==> config.mk <==
export PLATFORM = sky130hd
export DESIGN_NAME = hbr_top
export DESIGN_NICKNAME = d
export VERILOG_FILES = /design/src/design/hbr_pkg.sv /design/src/design/hbr_top.sv
export SDC_FILE = /design/constraint.sdc
export NUM_CORES = 1
export LEC_CHECK = 0
export CORE_AREA = 2 2 104 182
export CTS_BUF_LIST = sky130_fd_sc_hd__clkbuf_2 sky130_fd_sc_hd__clkbuf_4 sky130_fd_sc_hd__clkbuf_8
export CTS_CLUSTER_SIZE = 28
export DETAILED_ROUTE_END_ITERATION = 10
export DIE_AREA = 0 0 106 184
export DONT_BUFFER_PORTS = 1
export SLEW_MARGIN = 10
export SYNTH_ARGS = -nofsm -noshare
export SYNTH_HDL_FRONTEND = slang
export SYNTH_SLANG_ARGS = --single-unit
==> constraint.sdc <==
create_clock -name clk_in -period 1.7 [get_ports clk_in]
set_clock_uncertainty 0.15 [all_clocks]
set_input_delay 0.255 -clock clk_in [delete_from_list [all_inputs] [get_ports clk_in]]
set_output_delay 0.255 -clock clk_in [all_outputs]
set_load 0.01 [all_outputs]
==> src/design/hbr_pkg.sv <==
// holds the constants of the host bus reset and system pin block
// assumes one 40 MHz bus clock and a 32-bit shared address/data bus
package hbr_pkg;
	// ****************************************
	// bus widths
	// ****************************************
	localparam int unsigned AD_W = 32;
	localparam int unsigned CBE_W = 4;
	localparam int unsigned IDX_W = 2;
	localparam int unsigned IDX_LSB = 2;
	localparam int unsigned DEC_LSB = 8;
	// ****************************************
	// decode window, arbitrary default
	// ****************************************
	localparam logic [AD_W-1:DEC_LSB] BASE_HI = 24'h00F000;
	// ****************************************
	// bus commands
	// ****************************************
	localparam logic [CBE_W-1:0] CMD_MEM_RD = 4'h6;
	localparam logic [CBE_W-1:0] CMD_MEM_WR = 4'h7;
	// ****************************************
	// register indices
	// ****************************************
	localparam logic [IDX_W-1:0] IDX_CTRL = 2'h0;
	localparam logic [IDX_W-1:0] IDX_STAT = 2'h1;
	localparam logic [IDX_W-1:0] IDX_PM = 2'h2;
	localparam logic [IDX_W-1:0] IDX_VEND = 2'h3;
	// ****************************************
	// field positions
	// ****************************************
	localparam int unsigned CTRL_IE_BIT = 0;
	localparam int unsigned STAT_EV_BIT = 0;
	// ****************************************
	// reset values and address step
	// ****************************************
	localparam logic [AD_W-1:0] CTRL_RST = 32'h00000000;
	localparam logic [AD_W-1:0] PM_RST = 32'h00000000;
	localparam logic [AD_W-1:0] VEND_RST = 32'h00000000;
	localparam logic [AD_W-1:0] ADDR_STEP = 32'h00000004;
	// ****************************************
	// target states
	// ****************************************
	typedef enum logic [1:0] {
		ST_IDLE,
		ST_DEC,
		ST_XFER,
		ST_TURN
	} hbr_state_e;
endpackage : hbr_pkg

==> src/design/hbr_top.sv <==
// holds the host bus target with two-scope reset and interrupt pin
// assumes all bus inputs are synchronous to clk_in, resets active low
`timescale 1ns/100ps
`default_nettype none

// What this block does
// - global power reset returns every register, kept ones too, to defaults
// - while global reset is held, the block does nothing at all
// - while bus reset is held, every output enable is low
// - bus reset clears all registers except power context and vendor bits
// - while bus reset is held, the block does nothing at all
// - all bus signals sampled on rising clock edge; timing from that clock
// - interrupt leaves on its own open-drain pin, pulling low only
// - address phase carries a 32-bit address on the shared lines
// - data phase carries the data word on the shared lines
module hbr_top (
	// clock and resets
	input wire logic clk_in,
	input wire logic resetn_in,
	input wire logic bus_resetn_in,
	// shared address/data lines
	input wire logic [hbr_pkg::AD_W-1:0] shared_addr_data_in,
	output logic [hbr_pkg::AD_W-1:0] shared_addr_data_out,
	output logic shared_addr_data_oe_out,
	// command and handshake
	input wire logic [hbr_pkg::CBE_W-1:0] cbe_n_in,
	input wire logic frame_n_in,
	input wire logic irdy_n_in,
	output logic trdy_n_out,
	output logic trdy_oe_out,
	output logic devsel_n_out,
	output logic devsel_oe_out,
	// interrupt source and pin
	input wire logic event_in,
	output logic host_interrupt_line_out,
	output logic host_interrupt_line_oe_out
);
	import hbr_pkg::*;

	// ****************************************
	// reset scope
	// ****************************************
	logic glob_rst;
	logic any_rst;
	assign glob_rst = ~resetn_in;
	assign any_rst = glob_rst | ~bus_resetn_in;

	// ****************************************
	// state
	// ****************************************
	hbr_state_e state_r;
	hbr_state_e state_nxt;
	logic [AD_W-1:0] addr_r;
	logic wr_r;
	logic [AD_W-1:0] rdata_r;
	logic [AD_W-1:0] ctrl_r;
	logic stat_ev_r;
	logic [AD_W-1:0] pm_r;
	logic [AD_W-1:0] vend_r;
	logic hit;
	logic cmd_ok;
	logic beat;
	logic wr_beat;
	logic [AD_W-1:0] addr_nxt;
	logic [IDX_W-1:0] idx_nxt;

	// ****************************************
	// decode and handshake
	// ****************************************
	// address phase: shared lines hold the target address
	assign hit = (shared_addr_data_in[AD_W-1:DEC_LSB] == BASE_HI);
	assign cmd_ok = (~cbe_n_in == CMD_MEM_RD) || (~cbe_n_in == CMD_MEM_WR);
	// a data phase completes on an edge with both readies low
	assign beat = (state_r == ST_XFER) && ~irdy_n_in;
	assign wr_beat = beat && wr_r;
	assign addr_nxt = addr_r + ADDR_STEP;
	assign idx_nxt = addr_nxt[IDX_LSB +: IDX_W];

	always_comb begin
		state_nxt = state_r;
		case (state_r)
			ST_IDLE: begin
				if (~frame_n_in && hit && cmd_ok) begin
					state_nxt = ST_DEC;
				end
			end
			ST_DEC: begin
				state_nxt = ST_XFER;
			end
			ST_XFER: begin
				if (beat && frame_n_in) begin
					state_nxt = ST_TURN;
				end
			end
			ST_TURN: begin
				state_nxt = ST_IDLE;
			end
			default: begin
				state_nxt = ST_IDLE;
			end
		endcase
	end

	always_ff @(posedge clk_in) begin
		if (any_rst) begin
			state_r <= ST_IDLE;
		end else begin
			state_r <= state_nxt;
		end
	end

	// ****************************************
	// address and direction capture
	// ****************************************
	always_ff @(posedge clk_in) begin
		if (any_rst) begin
			addr_r <= '0;
			wr_r <= 1'b0;
		end else if (state_r == ST_IDLE && state_nxt == ST_DEC) begin
			addr_r <= shared_addr_data_in;
			wr_r <= (~cbe_n_in == CMD_MEM_WR);
		end else if (beat) begin
			addr_r <= addr_nxt;
		end
	end

	// ****************************************
	// read data
	// ****************************************
	function automatic logic [AD_W-1:0] rd_sel(
		input logic [IDX_W-1:0] idx,
		input logic [AD_W-1:0] c,
		input logic ev,
		input logic [AD_W-1:0] p,
		input logic [AD_W-1:0] v
	);
		logic [AD_W-1:0] r;
		r = '0;
		case (idx)
			IDX_CTRL: r = c;
			IDX_STAT: r[STAT_EV_BIT] = ev;
			IDX_PM: r = p;
			IDX_VEND: r = v;
			default: r = '0;
		endcase
		return r;
	endfunction : rd_sel

	always_ff @(posedge clk_in) begin
		if (any_rst) begin
			rdata_r <= '0;
		end else if (state_r == ST_DEC) begin
			rdata_r <= rd_sel(addr_r[IDX_LSB +: IDX_W], ctrl_r, stat_ev_r,
				pm_r, vend_r);
		end else if (beat) begin
			rdata_r <= rd_sel(idx_nxt, ctrl_r, stat_ev_r, pm_r, vend_r);
		end
	end

	// ****************************************
	// registers cleared by either reset
	// ****************************************
	always_ff @(posedge clk_in) begin
		if (any_rst) begin
			ctrl_r <= CTRL_RST;
		end else if (wr_beat && addr_r[IDX_LSB +: IDX_W] == IDX_CTRL) begin
			ctrl_r <= shared_addr_data_in;
		end
	end

	// event flag: write one to clear, a new event wins
	always_ff @(posedge clk_in) begin
		if (any_rst) begin
			stat_ev_r <= 1'b0;
		end else if (event_in) begin
			stat_ev_r <= 1'b1;
		end else if (wr_beat && addr_r[IDX_LSB +: IDX_W] == IDX_STAT &&
			shared_addr_data_in[STAT_EV_BIT]) begin
			stat_ev_r <= 1'b0;
		end
	end

	// ****************************************
	// registers kept over bus reset
	// ****************************************
	always_ff @(posedge clk_in) begin
		if (glob_rst) begin
			pm_r <= PM_RST;
		end else if (~any_rst && wr_beat &&
			addr_r[IDX_LSB +: IDX_W] == IDX_PM) begin
			pm_r <= shared_addr_data_in;
		end
	end

	always_ff @(posedge clk_in) begin
		if (glob_rst) begin
			vend_r <= VEND_RST;
		end else if (~any_rst && wr_beat &&
			addr_r[IDX_LSB +: IDX_W] == IDX_VEND) begin
			vend_r <= shared_addr_data_in;
		end
	end

	// ****************************************
	// pin drivers
	// ****************************************
	logic active;
	logic rd_drive;
	assign active = (state_r == ST_XFER);
	assign rd_drive = active && ~wr_r;

	// data phase: shared lines carry the read word
	assign shared_addr_data_out = rdata_r;
	assign shared_addr_data_oe_out = rd_drive && ~any_rst;
	assign trdy_n_out = ~active;
	assign trdy_oe_out = (active || state_r == ST_TURN) && ~any_rst;
	assign devsel_n_out = ~active;
	assign devsel_oe_out = (active || state_r == ST_TURN) && ~any_rst;

	// interrupt pin only ever pulls low
	assign host_interrupt_line_out = 1'b0;
	assign host_interrupt_line_oe_out = stat_ev_r && ctrl_r[CTRL_IE_BIT] &&
		~any_rst;
endmodule : hbr_top

`default_nettype wire

* Word-level counts from Yosys, hierarchy flattened
Index checks and enable logic that the tools add are counted.
** Storage, ports and cells
- Flip-flop bits (word level) :: 164
- Bits of input ports :: 42
- Output and inout port bits :: 39
** Cells by class
- Add/subtract/negate cells :: 1
- Equal/unequal tests :: 13
- Muxes and demuxes :: 13
- Bitwise logic cells :: 9
- Reduce and logical (&&, ||, !) cells :: 25
** Operator list (number)
- 31-bit one-hot mux with 3 select lines :: 2
- 32-bit two-way mux :: 4
- 32-bit by 3-bit adder with 32-bit output, second input constant :: 1
- 24-bit by 16-bit == test with 1-bit output, second input constant :: 1
- 1-bit logical AND :: 17
- 2-bit == test, second input constant :: 6
- 2-bit by 1-bit == test with 1-bit output, second input constant :: 4
- 4-bit by 3-bit == test with 1-bit output, second input constant :: 2
- 1-bit one-hot mux with 4 select lines :: 2
- 2-bit one-hot mux with 4 select lines :: 1
- 1-bit NOT :: 7
- 2-bit zero test :: 3
- 2-bit nonzero test :: 3
- 2-bit two-way mux :: 2
- 4-bit NOT :: 1
- 1-bit logical OR :: 2
- 1-bit two-way mux :: 2
- 1-bit bitwise OR :: 1

* Logic depth before layout (Yosys ltp)
Gate-level depths: netlist of the first run.
- Depth in word-level cells :: 9
- Depth in mapped cells :: 9

* Worst setup path after synthesis of the first run
Ideal clock, no wire load.
- Kind :: flip-flop to flip-flop
- Start :: register addr_r[2]
- End :: register rdata_r[10] (netlist: shared_addr_data_out[10])
- Library setup time :: 132 ps
- Data arrival time :: 1598 ps
- Setup slack :: -180 ps
- Cell stages (with the launch flop) :: 9
- Buffers on the path :: 2
- Clock period less this slack :: 1880 ps
- Cell sequence :: dfxtp_1 -> inv_1 -> ha_1 -> clkbuf_1 -> clkbuf_1 -> a222oi_1 -> o22ai_1 -> nor2_1 -> nor3_1
** Between the ends
- Cells in the longest elaborated chain, start to end :: 5
** Ends and longest elaborated chain
- start, declared :: RTL line hbr_top.sv:53 : logic [AD_W-1:0] addr_r;
- start signal, assigned :: RTL line hbr_top.sv:120 : addr_r <= shared_addr_data_in;
- start signal, assigned :: RTL line hbr_top.sv:123 : addr_r <= addr_nxt;
- 32-bit by 3-bit adder with 32-bit output :: RTL line hbr_top.sv:76 : assign addr_nxt = addr_r + ADDR_STEP;
- 2-bit == test or 2-bit zero test (tied branches) :: RTL line hbr_top.sv:139 : case (idx)
- 31-bit one-hot mux with 3 select lines :: RTL line hbr_top.sv:139
- 32-bit two-way mux :: RTL line hbr_top.sv:155 : end else if (beat) begin
- 32-bit two-way mux * :: RTL line hbr_top.sv:152 : end else if (state_r == ST_DEC) begin
- end signal, assigned :: RTL line hbr_top.sv:153 : rdata_r <= rd_sel(addr_r[IDX_LSB +: IDX_W], ctrl_r, stat_ev_r,
- end signal, assigned :: RTL line hbr_top.sv:156 : rdata_r <= rd_sel(idx_nxt, ctrl_r, stat_ev_r, pm_r, vend_r);
- end, declared :: RTL line hbr_top.sv:55 : logic [AD_W-1:0] rdata_r;
Mark *: on every way between the ends. The rest lies on a longest branch, timed or not. The select of a mux whose other input is x is not followed.
A chain may end at the register's enable or synchronous reset.

* Worst setup path after layout of the first run
- Start :: register addr_r[3]
- End :: register rdata_r[3] (netlist: shared_addr_data_out[3])
Same word-level chain as after synthesis.

==> run_results.csv, run 1 <==
group,metric,value,unit
timing,worst_pin_slew,0.522,ns
setup_path,start_kind,"flip-flop",
global_routing,grt_usage,0.255,
synth,synth-edff-count,0,
synth,ys.flop_type,"dfxtp_1",
synth,synth_area_leaders,"dfxtp_1, nand2_1, a222oi_1, a21boi_1, nor2_1",
setup_path,rrSetupSlack,-0.23,ns
timing,timing.hold.ws,-0.00500,ns
global_routing,grt_pass1_wl,38.0,mm
setup_path,reg2reg_depth,9,
placement,hpwl,13.3,mm
synth,synth_mux_area_frac,0.00502,
power_and_ir_drop,power_density,653,nW/um^2
timing,fin_ws,-0.233,ns
synth,yosys_warnings,0,
synth,syn-num-nets,823,
clocking,numCtsBuffers,17,
setup_path,critPathRequiredTime,1.93,ns
placement,placed_cells,987,
clocking,h-tree-depth,4,
floorplanning,coreArea,18000,sq um
floorplanning,start_util,0.347,
power_and_ir_drop,leakage,3.29,nW
setup_path,timing.rr.start,"addr_r[3]$_SDFFE_PN0P_",
placement,pre_cts_ws,-0.202,ns
synth,syn-cell-area,6230,sq um
run_status,failed_checks,"negative hold slack, negative setup slack",
timing,setup_violations,134,
route,drt_iter0_markers,823,
route,highest-signal-layer,"met4",
timing,fin_crit_sh,1.14,
synth,ys_ff_latch,134,
route,routed_wl,26.0,mm
min_path,hp-start,"resetn_in",
route,wl_met3,2.30,mm
global_routing,gr-total-overflow,0,
layout,layout_common_cells,"dfxtp_1, nand2_1, a222oi_1",
power_and_ir_drop,ir_drop,433,uV
synth,synthArstFlopShare,0,
global_routing,antenna_found_initial,1,
min_path,hold_depth,2,
route,drc_errors,0,
layout,area_growth_syn_to_layout,51.7,%
route,first_pass_iters,7,
timing,slew_headroom,0.652,
synth,ys_types,39,
synth,avgSynthCellArea,8.10,sq um
run,maxCapViolations,0,
timing,hold_viol,2,
clocking,clk_latency,0.49,ns
route,wl_per_cell,23.4,um
floorplanning,rows,65,
clocking,cts-root-buf,"clkbuf_8",
global_routing,grt_max_degree,65,
synth,synth_compound_area_frac,0.253,
global_routing,grt_pass1_vias,6470,
setup_path,worstPathArrival,2.16,ns
route,vias_per_cell,6.08,
synth,syn_inst,769,
synth,yosys.area.top_type,"dfxtp_1",
run_status,outcome,"finished, violations left",
placement,place_congestion,0.839,
clocking,max-clock-path-buffers,2,
synth,synth_top_family_by_area,"compound AO/OA/AOI/OAI gates",
timing,drv_slew,0,
clocking,cts_sinks,134,
setup_path,path_class,"reg2reg",
layout,final_nets,918,
layout,stdcell_count,1111,
clocking,clk_pin_slew,0.08,ns
timing,fmax,0.517,GHz
setup_path,r2r_end,"shared_addr_data_out[3]$_SDFFE_PN0P_",
power_and_ir_drop,p_total,6.17,mW
route,vias,6754,
layout,drive_gt1_frac,0.369,
synth,synthSimpleGateAreaFrac,0.224,
synth,yosysSeqAreaShare,0.431,
route,route.met2.wl,13.1,mm
setup_path,crit_fanout,7,
layout,fillers,1528,
timing,rsz0062_at_grt,"yes",
timing,min_period,1.93,ns
floorplanning,ios,81,
clocking,cts_tree,"done",
setup_path,end_kind,"flip-flop",
synth,synth_fa_ha_area_frac,0.0241,
synth,yosys.area_share.xor_xnor,0.00141,
floorplanning,die_x,106,um
layout,final_common_cell,"dfxtp_1",
route,ant_nets,0,
min_path,hold_path.class,"in2reg",
floorplanning,dieArea,19500,sq um
min_path,min_to,"pm_r[2]$_SDFFE_PN0P_",
synth,synth_top_area_frac,0.431,
placement,port_buffers,0,
floorplanning,die_h,184,um
route,wl_met1,8.76,mm
==> cell type report <==
type | count | area, sq um | area share
multi-input combinational | 550 | 3980 | 0.421
sequential | 134 | 2700 | 0.285
timing repair buffer | 153 | 2050 | 0.217
clock buffer | 23 | 298 | 0.0315
tap | 234 | 293 | 0.0310
clock inverter | 8 | 98.8 | 0.0105
inverter | 8 | 40.0 | 0.00424
antenna | 1 | 2.50 | 0.000265
==> cell families after synthesis <==
logic type / after synthesis
AOI/OAI and AO/OA: 205
and+or+nand+nor: 328
DFF: 134
xor gates and xnor gates: 1
muxes: 3
buffers and inverters: 85
other: 1
adders and majority gates: 12
==> repair_timing <==
item	CTS	global route
resized for setup	113	207
cloned	19	4
hold buffers	37	3
setup buffers	32	13
endpoints found under the hold margin	101	1
setup endpoints to repair	136	137
pin swaps	64	132
==> metrics by stage <==
stage | cell area [sq um] | setup TNS [ns] | hold slack (ns) | util
global route | 9450 | -24.98 | 0.0227 | 0.526
detailed placement | 6830 | -17.07 | 0.246 | 0.380
floorplan | 6370 | -0.944 | 0.222 | -
finish | 9450 | -16.62 | -0.00500 | 0.526
CTS | 8810 | -10.26 | 0.0168 | 0.490
global placement | 6830 | -15.42 | 0.240 | 0.380
==> how the worst max path moves through the flow <==
stage,start,to,slack (ns),cells after the start
finish,addr_r[3]$_SDFFE_PN0P_,shared_addr_data_out[3]$_SDFFE_PN0P_,-0.23,9
global route,addr_r[2]$_SDFFE_PN0P_,shared_addr_data_out[14]$_SDFFE_PN0P_,-0.32,8
CTS,state_r[0]$_SDFF_PN0_,trdy_oe_out,-0.18,6
detailed placement,state_r[1]$_SDFF_PN0_,ctrl_r[1]$_SDFFE_PN0P_,-0.20,6
global placement,shared_addr_data_in[8],addr_r[3]$_SDFFE_PN0P_,-0.19,5
floorplan,state_r[0]$_SDFF_PN0_,ctrl_r[1]$_SDFFE_PN0P_,-0.02,9
==> flip-flops by register name, summed over array words and instances (netlist names) <==
register / flops
vend_r: 32
wr_r: 1
pm_r: 32
stat_ev_r: 1
ctrl_r: 32
addr_r: 2
state_r: 2
shared_addr_data_out: 32
==> power by group <==
group	switching (mW)	internal [mW]	total (mW)
registers	0.00132	3.13	3.13
logic	0.143	0.118	0.262
clock network	1.32	1.45	2.78
total	1.47	4.70	6.17
==> cells in the mapped netlist, types with 3 or more instances <==
cell        n
nand2_1   199
dfxtp_1   134
nor2_1     68
a21boi_1   64
a222oi_1   64
clkbuf_1   38
a21oi_1    35
nor3_1     34
o22ai_1    32
buf_2      31
ha_1       12
inv_1       8
buf_4       7
nand4_1     5
nor4b_2     5
o211ai_1    4
nor2b_1     3
==> routing by layer <==
metal	GRT usage	vias to the layer above
met2	0.446	454
li1	-	2970
met5	0	-
met1	0.274	3195
met4	0.161	0
met3	0.0610	135
==> critical path, stage by stage (launching register included) <==
cell and delay, ns:
dfxtp_4 0.37, buf_6 0.12, ha_4 0.18, buf_12 0.13, buf_8 0.12, buf_4 0.13
a222oi_1 0.33, o22ai_1 0.11, nor2_1 0.12, nor3_1 0.05
(Power assumes the default switching activity.)
==> inputs of run 2 (changes only) <==
==> constraint.sdc (replaced) <==
create_clock -name clk_in -period 1.9 [get_ports clk_in]
set_clock_uncertainty 0.15 [all_clocks]
set_input_delay 0.285 -clock clk_in [delete_from_list [all_inputs] [get_ports clk_in]]
set_output_delay 0.285 -clock clk_in [all_outputs]
set_load 0.01 [all_outputs]
==> run 2 against run 1 <==
The run now ends clean. Design area shrank 18%. Utilization shrank 9.5 points. Critical endpoint is now shared_addr_data_oe_out. Largest power group unchanged. Critical path depth shrank 4. Flip-flop and latch count is the same.
==> run_results.csv, run 2 (synthesis results as in run 1) <==
group,metric,value,unit
power_and_ir_drop,leakage,2.44,nW
run,maxCapViolations,0,
floorplanning,ios,81,
floorplanning,die_h,184,um
layout,multi_input_area,3270,sq um
timing,timing.hold.ws,0.0617,ns
floorplanning,die_x,106,um
timing,hold_viol,0,
clocking,cts_sinks,134,
route,drt_iter0_markers,651,
global_routing,gr-total-overflow,0,
clocking,max-clock-path-buffers,2,
placement,port_buffers,0,
layout,n_antenna_cell,0,
timing,fin_crit_sh,0.996,
floorplanning,dieArea,19500,sq um
power_and_ir_drop,power_density,702,nW/um^2
layout,seqCellArea,2690,sq um
global_routing,grt_max_degree,65,
layout,layout_common_cells,"nand2_1, dfxtp_1, nor2_1",
route,routed_wl,20.7,mm
global_routing,grt_pass1_wl,32.4,mm
setup_path,path_class,"reg2out",
timing,min_period,1.89,ns
setup_path,cpPeakStageDelay,0.32,ns
placement,hpwl,13.2,mm
clocking,clk_latency,0.45,ns
min_path,hold_path.class,"in2reg",
route,vias,6031,
global_routing,antenna_found_initial,0,
run_status,outcome,"complete, no violations",
route,ant_nets,0,
floorplanning,rows,65,
placement,place_congestion,0.804,
timing,setup_violations,0,
power_and_ir_drop,ir_drop,366,uV
setup_path,crit_fanout,3,
setup_path,path_delay_family,"buffers and inverters",
layout,final_nets,859,
timing,fmax,0.528,GHz
power_and_ir_drop,p_total,5.43,mW
global_routing,grt_pass1_vias,5917,
setup_path,critPathRequiredTime,1.46,ns
setup_path,worstPathArrival,1.46,ns
setup_path,critPathBufInv,3,
clocking,numCtsBuffers,17,
clocking,clk_pin_slew,0.07,ns
timing,rsz0062_at_grt,"yes",
layout,area_growth_syn_to_layout,24.1,%
floorplanning,coreArea,18000,sq um
setup_path,end_kind,"output pin",
timing,tns,0,ns
layout,drive_gt1_frac,0.149,
route,vias_per_cell,5.73,
setup_path,start_kind,"flip-flop",
setup_path,crit_path_cell_trace,"inv_2 > ha_4 > buf_6 > clkinvlp_4 > nor3_4",
clocking,h-tree-depth,4,
global_routing,grt_usage,0.213,
floorplanning,start_util,0.347,
setup_path,cpMaxStageDelayCell,"dfxtp_2",
timing,drv_slew,0,
route,wl_per_cell,19.7,um
route,drc_errors,0,
layout,fillers,1784,
clocking,cts-root-buf,"clkbuf_8",
clocking,cts_tree,"done",
layout,final_common_cell,"nand2_1",
route,first_pass_iters,8,
==> run 2: worst register-to-register path, cell delays in order (launching register included) <==
cell and delay, ns:
dfxtp_4 0.37, buf_6 0.12, ha_2 0.26, buf_6 0.17, and4_2 0.28, buf_12 0.19, nand2_1 0.07, a21boi_1 0.12
==> run 2: timing repair <==
action,4_1_cts,5_1_grt
hold endpoints to repair,101,0
gates resized for setup,4,49
hold buffers,37,0
setup buffers,0,6
pin swaps,1,16
cloned,0,2
endpoints found under the setup margin,18,127
==> run 2: path summary, 6_finish.rpt <==
path | cells after the start | to | start | slack, ns
setup / recovery | 5 | shared_addr_data_oe_out | state_r[0]$_SDFF_PN0_ | 0.007
hold / removal | 2 | vend_r[6]$_SDFFE_PN0P_ | resetn_in | 0.06
setup reg to reg | 7 | vend_r[4]$_SDFFE_PN0P_ | addr_r[3]$_SDFFE_PN0P_ | 0.08
hold reg to reg | 2 | vend_r[8]$_SDFFE_PN0P_ | vend_r[8]$_SDFFE_PN0P_ | 0.32
==> run 2: area by class of cell <==
class	count	area share
Clock inverter	11	0.0162
Inverter	8	0.00437
Clock buffer	21	0.0358
Sequential cell	134	0.348
Tap cell	234	0.0379
Multi-Input combinational cell	550	0.422
Timing Repair Buffer	94	0.135
==> run 2: through the flow <==
step	std cells	cell area, sq um	setup WS [ns]	util
after detailed placement	975	6690	0.0102	0.372
after floorplan	769	6230	0.0197	-
after global routing	1052	7730	-0.0656	0.430
after CTS	1044	7500	-0.0228	0.417
after global placement	975	6690	0.0420	0.372
final	1052	7730	0.00710	0.430
==> run 2: power breakdown <==
group	total, mW	leakage, nW	switching [mW]	internal [mW]
combinational	0.187	1.16	0.0945	0.0921
sequential	2.81	1.08	0.00122	2.81
clock	2.43	0.203	1.17	1.27
==> run 2: metal layers <==
metal | track usage | part of all wire
met5 | 0 | 0
met4 | 0.104 | 0.039
met3 | 0.0443 | 0.061
met2 | 0.385 | 0.53
met1 | 0.234 | 0.37
